`src/inc/irf_pkg.sv`:
```
package irf_pkg;
    // ************************************************************
    // Register offsets (word indices, each register one word)
    // ************************************************************
    localparam logic [7:0] IRQ_CONTROL_IDX   = 8'h0b;
    localparam logic [7:0] PERIPH_FLAGS_IDX  = 8'h0c;
    localparam logic [7:0] PERIPH_ENAB_IDX   = 8'h8c;
    localparam logic [7:0] POWER_CTRL_IDX    = 8'h8e;
    localparam logic [7:0] WAKE_STATUS_IDX   = 8'hf0;
    localparam logic [7:0] WAKE_MASK_IDX     = 8'hf1;
    localparam logic [7:0] CORE_STATE_IDX    = 8'hf2;

    // ************************************************************
    // Field positions
    // ************************************************************
    localparam int GLB_EN_BIT  = 7;
    localparam int PER_EN_BIT  = 6;
    localparam int TMR_EN_BIT  = 5;
    localparam int EXT_EN_BIT  = 4;
    localparam int PCH_EN_BIT  = 3;
    localparam int TMR_FLG_BIT = 2;
    localparam int EXT_FLG_BIT = 1;
    localparam int PCH_FLG_BIT = 0;
    localparam int CMP_BIT  = 6;
    localparam int BOR_BIT  = 0;
    localparam int POR_BIT  = 1;

    // ************************************************************
    // Reset and vector values
    // ************************************************************
    localparam logic [7:0]  IRQ_CONTROL_RST = 8'h00;
    localparam logic [7:0]  PERIPH_RST      = 8'h00;
    localparam logic [1:0]  POWER_CTRL_RST  = 2'h0;
    localparam logic [12:0] IRQ_VECTOR      = 13'h0004;
    localparam logic [12:0] RESET_VECTOR    = 13'h0000;

    typedef enum logic [2:0] {
        RST_NONE  = 3'b000,
        RST_POR   = 3'b001,
        RST_PIN   = 3'b010,
        RST_WDT   = 3'b011,
        RST_BOR   = 3'b100
    } irf_reset_type;
endpackage : irf_pkg

```
`src/inc/irf_bus_if.sv`:
```
`timescale 1ns/1ps
interface irf_bus_if;
    logic       we;
    logic [7:0] adr;
    logic [7:0] wdat;
    logic [7:0] rdat;
    logic       hit;
    modport slave  (input we, adr, wdat, output rdat, hit);
    modport master (output we, adr, wdat, input rdat, hit);
endinterface : irf_bus_if

```
`src/rtl/irf_core.sv`:
```
`timescale 1ns/1ps
// Contract
// - An interrupt wake-up from sleep with global enable set loads the vector 0004h.
// - A wake-up from sleep sets the flag bits that identify its cause.
// - A comparator wake-up sets peripheral flag bit 6; other wake-ups leave it alone.
// - A brown-out reset clears power control bit 0; other resets leave it unchanged.
// - A supply collapse during a reset is handled as a power-on reset.
// - irq_control holds global, peripheral, timer, pin, port enables then three flags.
// - Master-clear, brown-out and watchdog resets apply the non-power-on values.
// - Unimplemented bits read as zero.
// - Interrupt entry pushes only the return address; W and status are not saved.
module irf_core (
    input  wire logic        SYS_CLK_I,          // 100 MHz clock
    input  wire logic        RESET_N_I,          // Sync reset, active low
    input  wire logic        WB_CYC_I,           // Wishbone cycle
    input  wire logic        WB_STB_I,           // Wishbone strobe
    input  wire logic        WB_WE_I,            // Wishbone write
    input  wire logic [7:0]  WB_ADR_I,           // Wishbone word index
    input  wire logic [31:0] WB_DAT_I,           // Wishbone write data
    input  wire logic [3:0]  WB_SEL_I,           // Wishbone byte selects
    output logic      [31:0] WB_DAT_O,           // Wishbone read data
    output logic             WB_ACK_O,           // Wishbone acknowledge
    input  wire logic [2:0]  RESET_KIND_I,       // Reset event, irf_reset_type
    input  wire logic        SUPPLY_COLLAPSE_I,  // Supply fell too low in reset
    input  wire logic        TIMER_OVF_I,        // Timer overflow event
    input  wire logic        EXT_PIN_I,          // External pin edge event
    input  wire logic        PORTB_CHANGE_I,     // Port change event
    input  wire logic        CMP_CHANGE_I,       // Comparator output change
    input  wire logic        SLEEP_I,            // Core is asleep
    input  wire logic        IRQ_ACK_I,          // Core takes the interrupt
    input  wire logic [12:0] PC_I,               // Next PC, pushed on entry
    output logic             IRQ_O,              // Interrupt request to core
    output logic             WAKE_O,             // Wake-up pulse to core
    output logic             PC_LOAD_O,          // Load PC pulse
    output logic      [12:0] PC_VALUE_O,         // PC value to load
    output logic             PUSH_O,             // Stack push pulse
    output logic      [12:0] PUSH_DATA_O,        // Return address pushed
    output logic             INT_O               // Wake-status interrupt
);
    // ************************************************************
    // Bus slave
    // ************************************************************
    irf_bus_if bus ();
    logic wr;
    logic [7:0] wd;

    irf_wb_slave u_slave (
        .clk_i   (SYS_CLK_I),
        .rst_n_i (RESET_N_I),
        .cyc_i   (WB_CYC_I),
        .stb_i   (WB_STB_I),
        .we_i    (WB_WE_I),
        .adr_i   (WB_ADR_I),
        .dat_i   (WB_DAT_I),
        .sel_i   (WB_SEL_I[0]),
        .dat_o   (WB_DAT_O),
        .ack_o   (WB_ACK_O),
        .wr_o    (wr),
        .reg_bus (bus.master)
    );
    assign wd = bus.wdat;

    function automatic logic wr_hit(input logic w, input logic [7:0] a,
                                    input logic [7:0] idx);
        return w && (a == idx);
    endfunction : wr_hit

    // ************************************************************
    // Reset classification
    // ************************************************************
    irf_pkg::irf_reset_type kind;
    logic reset_ev;
    logic por_ev;
    logic other_ev;
    assign kind     = irf_pkg::irf_reset_type'(RESET_KIND_I);
    assign reset_ev = (kind != irf_pkg::RST_NONE);
    assign por_ev   = (kind == irf_pkg::RST_POR) || (reset_ev && SUPPLY_COLLAPSE_I);
    assign other_ev = reset_ev && !por_ev;

    // ************************************************************
    // Registers
    // ************************************************************
    logic [7:0] ctl_q;
    logic       cmp_flag_q;
    logic       cmp_en_q;
    logic [1:0] pwr_ctl_q;
    logic       asleep_q;
    logic [1:0] wst_q;
    logic [1:0] wmask_q;
    logic       wake;
    logic       cmp_wake;
    logic       any_wake;
    logic       port_chg_d;

    // Wake needs an enabled source event in the same cycle; global enable only decides vectoring
    assign cmp_wake = SLEEP_I && CMP_CHANGE_I && cmp_en_q && ctl_q[irf_pkg::PER_EN_BIT];
    assign any_wake = (TIMER_OVF_I && ctl_q[irf_pkg::TMR_EN_BIT])
                   || (EXT_PIN_I && ctl_q[irf_pkg::EXT_EN_BIT])
                   || (PORTB_CHANGE_I && ctl_q[irf_pkg::PCH_EN_BIT]);
    assign wake = SLEEP_I && !reset_ev && (any_wake || cmp_wake);

    // Power-on leaves the port-change flag unknown; zero is a legal pick
    always_comb begin
        port_chg_d = ctl_q[irf_pkg::PCH_FLG_BIT];
        if (por_ev) begin
            port_chg_d = 1'b0;
        end
    end

    always_ff @(posedge SYS_CLK_I) begin
        if (!RESET_N_I) begin
            ctl_q <= irf_pkg::IRQ_CONTROL_RST;
        end else if (reset_ev) begin
            ctl_q <= {7'h00, port_chg_d};
        end else begin
            if (wr_hit(wr, bus.adr, irf_pkg::IRQ_CONTROL_IDX)) begin
                ctl_q <= wd;
            end
            // Hardware set wins over a software clear in the same cycle
            if (TIMER_OVF_I) ctl_q[irf_pkg::TMR_FLG_BIT] <= 1'b1;
            if (EXT_PIN_I) ctl_q[irf_pkg::EXT_FLG_BIT] <= 1'b1;
            if (PORTB_CHANGE_I) ctl_q[irf_pkg::PCH_FLG_BIT] <= 1'b1;
        end
    end

    always_ff @(posedge SYS_CLK_I) begin
        if (!RESET_N_I) begin
            cmp_flag_q <= 1'b0;
            cmp_en_q   <= 1'b0;
        end else if (reset_ev) begin
            cmp_flag_q <= 1'b0;
            cmp_en_q   <= 1'b0;
        end else begin
            if (wr_hit(wr, bus.adr, irf_pkg::PERIPH_FLAGS_IDX)) begin
                cmp_flag_q <= wd[irf_pkg::CMP_BIT];
            end
            if (wr_hit(wr, bus.adr, irf_pkg::PERIPH_ENAB_IDX)) begin
                cmp_en_q <= wd[irf_pkg::CMP_BIT];
            end
            // Only a comparator change or a bus write sets bit 6; other wakes leave it
            if (CMP_CHANGE_I) cmp_flag_q <= 1'b1;
        end
    end

    // Power control: bit 1 marks power-on (cleared), bit 0 marks brown-out
    always_ff @(posedge SYS_CLK_I) begin
        if (!RESET_N_I) begin
            pwr_ctl_q <= irf_pkg::POWER_CTRL_RST;
        end else if (por_ev) begin
            pwr_ctl_q[irf_pkg::POR_BIT] <= 1'b0;
        end else if (kind == irf_pkg::RST_BOR) begin
            pwr_ctl_q[irf_pkg::BOR_BIT] <= 1'b0;
        end else if (!reset_ev && wr_hit(wr, bus.adr, irf_pkg::POWER_CTRL_IDX)) begin
            pwr_ctl_q <= wd[1:0];
        end
    end

    // ************************************************************
    // Request, wake and entry
    // ************************************************************
    logic tmr_req;
    logic ext_req;
    logic rb_req;
    logic per_req;
    assign tmr_req = ctl_q[irf_pkg::TMR_EN_BIT] && ctl_q[irf_pkg::TMR_FLG_BIT];
    assign ext_req = ctl_q[irf_pkg::EXT_EN_BIT] && ctl_q[irf_pkg::EXT_FLG_BIT];
    assign rb_req  = ctl_q[irf_pkg::PCH_EN_BIT] && ctl_q[irf_pkg::PCH_FLG_BIT];
    assign per_req = ctl_q[irf_pkg::PER_EN_BIT] && cmp_en_q && cmp_flag_q;

    always_ff @(posedge SYS_CLK_I) begin
        if (!RESET_N_I) begin
            IRQ_O <= 1'b0;
        end else begin
            IRQ_O <= ctl_q[irf_pkg::GLB_EN_BIT] && !reset_ev
                  && (tmr_req || ext_req || rb_req || per_req);
        end
    end

    always_ff @(posedge SYS_CLK_I) begin
        if (!RESET_N_I) begin
            WAKE_O     <= 1'b0;
            PC_LOAD_O  <= 1'b0;
            PC_VALUE_O <= irf_pkg::RESET_VECTOR;
            asleep_q   <= 1'b0;
        end else begin
            asleep_q  <= SLEEP_I;
            WAKE_O    <= wake;
            PC_LOAD_O <= 1'b0;
            if (reset_ev) begin
                PC_LOAD_O  <= 1'b1;
                PC_VALUE_O <= irf_pkg::RESET_VECTOR;
            end else if (wake && ctl_q[irf_pkg::GLB_EN_BIT]) begin
                PC_LOAD_O  <= 1'b1;
                PC_VALUE_O <= irf_pkg::IRQ_VECTOR;
            end else if (IRQ_ACK_I && IRQ_O) begin
                PC_LOAD_O  <= 1'b1;
                PC_VALUE_O <= irf_pkg::IRQ_VECTOR;
            end
        end
    end

    // Only the return address is pushed; W and status are left to software
    always_ff @(posedge SYS_CLK_I) begin
        if (!RESET_N_I) begin
            PUSH_O      <= 1'b0;
            PUSH_DATA_O <= 13'h0000;
        end else begin
            PUSH_O <= !reset_ev && ((wake && ctl_q[irf_pkg::GLB_EN_BIT])
                                    || (IRQ_ACK_I && IRQ_O));
            PUSH_DATA_O <= PC_I;
        end
    end

    // Entry leaves global enable set; software must clear it to avoid re-entry
    // ************************************************************
    // Wake status, sticky with write-one-to-clear
    // ************************************************************
    always_ff @(posedge SYS_CLK_I) begin
        if (!RESET_N_I) begin
            wst_q   <= 2'h0;
            wmask_q <= 2'h0;
        end else begin
            if (wr_hit(wr, bus.adr, irf_pkg::WAKE_STATUS_IDX)) begin
                wst_q <= wst_q & ~wd[1:0];
            end
            if (wr_hit(wr, bus.adr, irf_pkg::WAKE_MASK_IDX)) begin
                wmask_q <= wd[1:0];
            end
            if (wake) wst_q[0] <= 1'b1;
            if (reset_ev) wst_q[1] <= 1'b1;
        end
    end
    assign INT_O = |(wst_q & wmask_q);

    // ************************************************************
    // Read mux
    // ************************************************************
    always_comb begin
        bus.hit  = 1'b1;
        bus.rdat = 8'h00;
        if (bus.adr == irf_pkg::IRQ_CONTROL_IDX) begin
            bus.rdat = ctl_q;
        end else if (bus.adr == irf_pkg::PERIPH_FLAGS_IDX) begin
            bus.rdat = {1'b0, cmp_flag_q, 6'h00};
        end else if (bus.adr == irf_pkg::PERIPH_ENAB_IDX) begin
            bus.rdat = {1'b0, cmp_en_q, 6'h00};
        end else if (bus.adr == irf_pkg::POWER_CTRL_IDX) begin
            bus.rdat = {6'h00, pwr_ctl_q};
        end else if (bus.adr == irf_pkg::WAKE_STATUS_IDX) begin
            bus.rdat = {6'h00, wst_q};
        end else if (bus.adr == irf_pkg::WAKE_MASK_IDX) begin
            bus.rdat = {6'h00, wmask_q};
        end else if (bus.adr == irf_pkg::CORE_STATE_IDX) begin
            bus.rdat = {6'h00, IRQ_O, asleep_q};
        end else begin
            bus.hit = 1'b0;
        end
    end
endmodule : irf_core

```
`src/rtl/irf_wb_slave.sv`:
```
`timescale 1ns/1ps
module irf_wb_slave (
    input  wire logic        clk_i,     // System clock
    input  wire logic        rst_n_i,   // Synchronous reset
    input  wire logic        cyc_i,     // Wishbone cycle
    input  wire logic        stb_i,     // Wishbone strobe
    input  wire logic        we_i,      // Write enable
    input  wire logic [7:0]  adr_i,     // Word index
    input  wire logic [31:0] dat_i,     // Write data
    input  wire logic        sel_i,     // Byte lane 0 select
    output logic      [31:0] dat_o,     // Read data
    output logic             ack_o,     // Acknowledge
    output logic             wr_o,      // One-cycle write strobe
    irf_bus_if.master        reg_bus    // Register side
);
    logic [31:0] dat_q;
    logic        ack_q;

    assign reg_bus.we   = we_i;
    assign reg_bus.adr  = adr_i;
    assign reg_bus.wdat = dat_i[7:0];
    // Write lands at the edge where the master samples ack high
    assign wr_o  = cyc_i && stb_i && we_i && sel_i && ack_q;
    assign ack_o = ack_q;
    assign dat_o = dat_q;

    always_ff @(posedge clk_i) begin
        if (!rst_n_i) begin
            ack_q <= 1'b0;
        end else begin
            ack_q <= cyc_i && stb_i && !ack_q;
        end
    end

    always_ff @(posedge clk_i) begin
        if (!rst_n_i) begin
            dat_q <= 32'h0000_0000;
        end else if (cyc_i && stb_i && !ack_q) begin
            dat_q <= reg_bus.hit ? {24'h00_0000, reg_bus.rdat} : 32'h0000_0000;
        end
    end
endmodule : irf_wb_slave

```
`config.mk`:
```
export PLATFORM = sky130hd
export DESIGN_NAME = irf_core
export DESIGN_NICKNAME = d
export VERILOG_FILES = /design/src/inc/irf_pkg.sv /design/src/inc/irf_bus_if.sv /design/src/rtl/irf_core.sv /design/src/rtl/irf_wb_slave.sv
export SDC_FILE = /design/constraint.sdc
export NUM_CORES = 1
export LEC_CHECK = 0
export ABC_AREA = 1
export BUFFER_PORTS_ARGS = -buffer_cell sky130_fd_sc_hd__buf_2
export CAP_MARGIN = 10
export CORE_ASPECT_RATIO = 0.6
export CORE_MARGIN = 1.5
export CORE_UTILIZATION = 43
export DETAILED_ROUTE_END_ITERATION = 6
export PLACE_DENSITY = 0.89
export SLEW_MARGIN = 20
export SYNTH_ARGS = -nofsm -noshare
export SYNTH_HDL_FRONTEND = slang
export SYNTH_SLANG_ARGS = --single-unit
```
`constraint.sdc`:
```
create_clock -name SYS_CLK_I -period 1.3 [get_ports SYS_CLK_I]
set_input_delay 0.13 -clock SYS_CLK_I [delete_from_list [all_inputs] [get_ports SYS_CLK_I]]
set_output_delay 0.13 -clock SYS_CLK_I [all_outputs]
set_load 0.03 [all_outputs]
```
== After elaboration in Yosys (flattened, before gate mapping) ==
Index checks and enable logic that the tools add are counted.

* Eq/ne operators: 10
* Mux-type cells: 33
* Bitwise gates (word level): 6
* Reduce and logical (&&, ||, !) cells: 56

{| class="wikitable"
|+ Operators by type and width
! kind !! count
|-
| $eq 8x8->1 const B || 5
|-
| $logic_and 1x1->1 || 31
|-
| $mux 1 || 21
|-
| $eq 8x4->1 const B || 2
|-
| $mux 8 || 2
|-
| $mux 7 || 2
|-
| $reduce_bool 2->1 || 7
|-
| $mux 2 || 5
|-
| $mux 3 || 3
|-
| $logic_or 1x1->1 || 8
|-
| $reduce_and 2->1 || 3
|-
| $reduce_bool 3->1 || 2
|-
| $reduce_or 2->1 || 3
|-
| $and 2x2->2 || 2
|-
| $eq 3x1->1 const B || 1
|-
| $eq 3x3->1 const B || 1
|-
| $not 1->1 || 3
|-
| $logic_not 1->1 || 2
|-
| $ne 2x1->1 const B || 1
|-
| $not 2->2 || 1
|}

* Bits in registers: 68
* Input bits: 72
* Output and inout port bits: 64
* Word-level logic and storage cells: 125

== Depth between registers and ports, before layout ==
* Word-level depth: 9
* Depth in mapped cells: 12
* Depth with buffers taken out: 12

== Hierarchy ==
From an unflattened synthesis, not the netlist that was laid out.

* Cell total of the unflattened synthesis: 376
* Area total of the unflattened synthesis: 2519.9 um^2

{| class="wikitable"
|+ By module, submodules not included
! module !! instances !! cells an instance !! area each (um^2) !! seq. area each (um^2)
|-
| irf_core || 1 || 260 || 1746.7 || 700.7
|-
| irf_wb_slave || 1 || 116 || 773.2 || 180.2
|}

== Least setup slack after synthesis ==
Ideal clock, no wire load.

* Kind: register to register
* From: reg u_slave.ack_q (netlist: u_slave.ack_o)
* To: reg cmp_flag_q
* Library setup time: 0.115 ns
* Data arrival time: 1.257 ns
* Required time: 1.185 ns
* Slack: -0.073 ns
* Cell stages (with the launch flop): 8
* Buffers on the path: 0
* Period minus slack after synthesis: 1.373 ns
* Cells stage by stage: dfxtp_1 -> nand3_2 -> inv_1 -> nand2_1 -> nand2_1 -> o21ai_1 -> o21ai_0 -> inv_1

* Word-level cells in the longest chain between the ends: 3

{| class="wikitable"
|+ RTL lines
! item !! line !! RTL
|-
| from (decl) || irf_wb_slave.sv:17 || <nowiki>logic ack_q;</nowiki>
|-
| from (signal assigned) || irf_wb_slave.sv:31 || <nowiki>ack_q <= cyc_i && stb_i && !ack_q;</nowiki>
|-
| $logic_and 1x1->1 || irf_wb_slave.sv:23 || <nowiki>assign wr_o = cyc_i && stb_i && we_i && sel_i && ack_q;</nowiki>
|-
| $logic_and 1x1->1 || irf_core.sv:65 || <nowiki>return w && (a == idx);</nowiki>
|-
| $reduce_bool 2->1 (no line) || - ||
|-
| to (signal assigned) || irf_core.sv:135 || <nowiki>cmp_flag_q <= wd[irf_pkg::CMP_BIT];</nowiki>
|-
| to (decl) || irf_core.sv:84 || <nowiki>logic cmp_flag_q;</nowiki>
|}

Every way passes these cells.
A chain may end at the register's enable or synchronous reset.

== Final worst setup path ==
* From: reg wmask_q[0]
* To: out INT_O

* Word-level cells in the longest chain between the ends: 2

{| class="wikitable"
|+ RTL lines
! item !! line !! RTL
|-
| from (decl) || irf_core.sv:89 || <nowiki>logic [1:0] wmask_q;</nowiki>
|-
| from (signal assigned) || irf_core.sv:227 || <nowiki>wmask_q <= wd[1:0];</nowiki>
|-
| $and 2x2->2 || irf_core.sv:233 || <nowiki>assign INT_O = |(wst_q & wmask_q);</nowiki>
|-
| $reduce_or 2->1 || irf_core.sv:233 ||
|-
| to (decl) || irf_core.sv:38 || <nowiki>output logic INT_O</nowiki>
|}

Every way passes these cells.

==> results.sh <==
export IMPL_fin_skew_ns=0.00483
export IMPL_nets=453
export IMPL_wirelength_microns=4920
export IMPL_final_max_slew_viol_count=0
export IMPL_grt_usage_pct=18.4
export IMPL_drt_iter0_drc=85
export IMPL_path_class="reg2out"
export IMPL_async_flop_share_pct=0
export IMPL_cts_buffer_depth=2
export IMPL_fmax_ghz=0.815
export IMPL_num_io_pins=136
export IMPL_worstPathArrival_ns=1.10
export IMPL_end_kind="output pin"
export IMPL_vdd_drop_max_mv=0.544
export IMPL_hold_path_class="in2reg"
export IMPL_synthTopCellsByCount="nand2_1 (67), dfxtp_1 (44), buf_4 (36)"
export IMPL_hold_path_startpoint="PC_I[2]"
export IMPL_antennaDiodeCount=0
export IMPL_yosysWarnings=0
export IMPL_p_leak_uw=0.00143
export IMPL_synth_cell_area_sq_mm=0.00219
export IMPL_remaining_drc_errors=0
export IMPL_die_h_microns=58.3
export IMPL_synth_seq_area_share_pct=40.2
export IMPL_drtAntennaViolNets=0
export IMPL_maxCapViolCount=0
export IMPL_grt_setup_unrepaired="no"
export IMPL_yosys_area_top_type="dfxtp_1"
export IMPL_totalPowerFinal_uw=2680
export IMPL_core_area_sq_mm=0.00473
export IMPL_layout_drive_gt1_share_pct=28.3
export IMPL_final_cells=444
export IMPL_die_area_sq_mm=0.00555
export IMPL_numClockSinks=44
export IMPL_r2r_start="u_slave.ack_o$_SDFF_PN0_"
export IMPL_antenna_found_initial=0
export IMPL_fp_dieW_microns=95.2
export IMPL_cts_tree="done"
export IMPL_dp_cells=437
export IMPL_cts_root_buf="clkbuf_8"
export IMPL_synth_edf_count=0
export IMPL_wl_per_cell_microns=11.1
export IMPL_gp_congestion=0.793
export IMPL_synth_area_leaders="dfxtp_1 (40%), buf_4 (12%), nand2_1 (11%)"
export IMPL_crit_family="flip-flops"
export IMPL_portBuffers=72
export IMPL_fin_crit_ns=1.23
export IMPL_ctsHoldBuffers=0
export IMPL_ys_flop_type="dfxtp_1"
export IMPL_status="finished, final reports clean"
export IMPL_synth_distinct_cells=31
export IMPL_overflow=0
export IMPL_yosysMostFrequentCell="nand2_1"
export IMPL_vias_per_cell=4.49
export IMPL_cts_max_level=2
export IMPL_rows=19
export IMPL_grt_max_degree=24
export IMPL_cts_repair_resized=1
export IMPL_slowest_stage="dfxtp_1"
export IMPL_via_count=1992
export IMPL_crit_chain="inv_1 > o22ai_1 > buf_2"
export IMPL_path_clk_slew_ns=0.08
export IMPL_min_path_cells=3
export IMPL_place_hpwl_microns=3960
export IMPL_rr_worst_depth=5
export IMPL_hold_violations=0
export IMPL_clk_latency_ns=0.29
export IMPL_min_period_over_period_pct=94.4
export IMPL_postCtsSetupBuffers=0
export IMPL_start_util_pct=46.4
export IMPL_p_per_area_mw_per_mm2=1020
export IMPL_reg2reg_setup_slack_ns=0.14
export IMPL_finalSetupViolations=0
export IMPL_slowest_delay_ns=0.37
export IMPL_cp_required_ns=1.17
export IMPL_avgSynthCellArea_sq_um=7.39
export IMPL_first_pass_iters=4
export IMPL_fillCellCount=475
export IMPL_crit_path_max_fanout=2
export IMPL_postLayoutCoreUtil_pct=55.7
export IMPL_whs_endpoint="PUSH_DATA_O[2]$_SDFF_PN0_"
export IMPL_crit_buf_inv=2
export IMPL_cts_buffers=5
export IMPL_start_kind="flop"
export IMPL_area_growth_pct=20.1
export IMPL_post_synth_inst_count=297
export IMPL_grt_pass1_vias=1719
export IMPL_r2r_end="wmask_q[1]$_SDFFE_PN0P_"
export IMPL_grt_first_pass_wirelength_microns=7750
export IMPL_synth_top_area_share_pct=40.2
export IMPL_synth_seq_cells=44
## registers in the layout, summed over array words and instances, names as in the netlist
name,count
IRQ_O,1
PC_LOAD_O,1
PC_VALUE_O,1
PUSH_DATA_O,13
PUSH_O,1
WAKE_O,1
asleep_q,1
cmp_en_q,1
cmp_flag_q,1
ctl_q,8
pwr_ctl_q,2
u_slave.ack_o,1
u_slave.dat_o,8
wmask_q,2
wst_q,2
## per-layer routing
layer | track usage [%] | vias up | part of all wire [%]
li1 | - | 1031 | -
met1 | 27.1 | 874 | 49
met2 | 26.5 | 80 | 42
met3 | 4.91 | 7 | 8.3
met4 | 4.48 | 0 | 0.94
met5 | 0 | - | 0
## worst max-delay path by stage
stage	startpoint	to	slack, ns	cells after the start
final	wmask_q[0]$_SDFFE_PN0P_	INT_O	0.07	3
after global routing	u_slave.ack_o$_SDFF_PN0_	pwr_ctl_q[0]$_SDFFE_PN0P_	0.02	5
after CTS	wmask_q[0]$_SDFFE_PN0P_	INT_O	0.06	3
after detailed placement	WB_CYC_I	wmask_q[0]$_SDFFE_PN0P_	-0.05	8
after global placement	WB_CYC_I	wmask_q[1]$_SDFFE_PN0P_	-0.0003	8
after floorplan	u_slave.ack_o$_SDFF_PN0_	cmp_flag_q$_SDFFE_PP0P_	0.07	7
## cell usage in the layout (no fill, tap or decap), drive strengths merged
master  netlist  routed
nand3        17      17
a21oi        22      22
a211oi        1       1
dfxtp        44      44
clkbuf        2       6
clkinv        1       2
nand2        70      70
nand4         3       3
nor3b         1       1
or2           2       2
o211ai        1       1
o22ai         1       1
buf          37      81
inv          38      38
nor3          7       7
conb          1      36
nor2         29      29
o21bai        1       1
o21ai        19      19
## logic make-up (layout without fill, tap and decap cells)
logic type             Yosys count  count (layout)  share of synthesized area, %
AO/OA/AOI/OAI                   45              45                          11.0
buffers and inverters           78             127                          19.7
other                            1              36                         0.171
AND/OR/NAND/NOR                129             129                          29.0
flip-flops                      44              44                          40.2
## through the flow
stage / TNS [ns] / worst slack (ns) / hold WS [ns] / area [sq um]
final: 0 / 0.0724 / 0.0138 / 2640
after global routing: 0 / 0.0216 / 0.00992 / 2640
after CTS: 0 / 0.0648 / 0.00413 / 2640
after detailed placement: -0.277 / -0.0515 / 0.313 / 2550
after global placement: -0.000253 / -0.000253 / 0.310 / 2550
after floorplan: 0 / 0.0699 / 0.223 / 2330
## cell type report
class                   instances  area, sq um  area share (%)
clock inverters                 1         5.00           0.190
well taps                      63         78.8            2.99
flip-flops and latches         44          882            33.5
repair buffers                 81          428            16.2
clock buffers                   6         72.6            2.75
inverters                      39          149            5.65
multi-input cells             210         1020            38.7
## report_power, final
| part | leakage, uW | switching (uW) | total, uW | internal (uW) |
|---|---|---|---|---|
| Combinational | 0.00103 | 351 | 470 | 120 |
| Clock | 0.0000410 | 442 | 808 | 366 |
| Sequential | 0.000361 | 15.2 | 1400 | 1390 |
| Total | 0.00143 | 808 | 2680 | 1870 |
## worst reg2reg max path, delay by kind of cell (launching register included)
kind,cells,cell delay (ns)
buffers and inverters,1,0.14
DFF,1,0.36
AOI/OAI and AO/OA,2,0.24
and+or+nand+nor,2,0.32
Power figures use the tool's default switching activity.
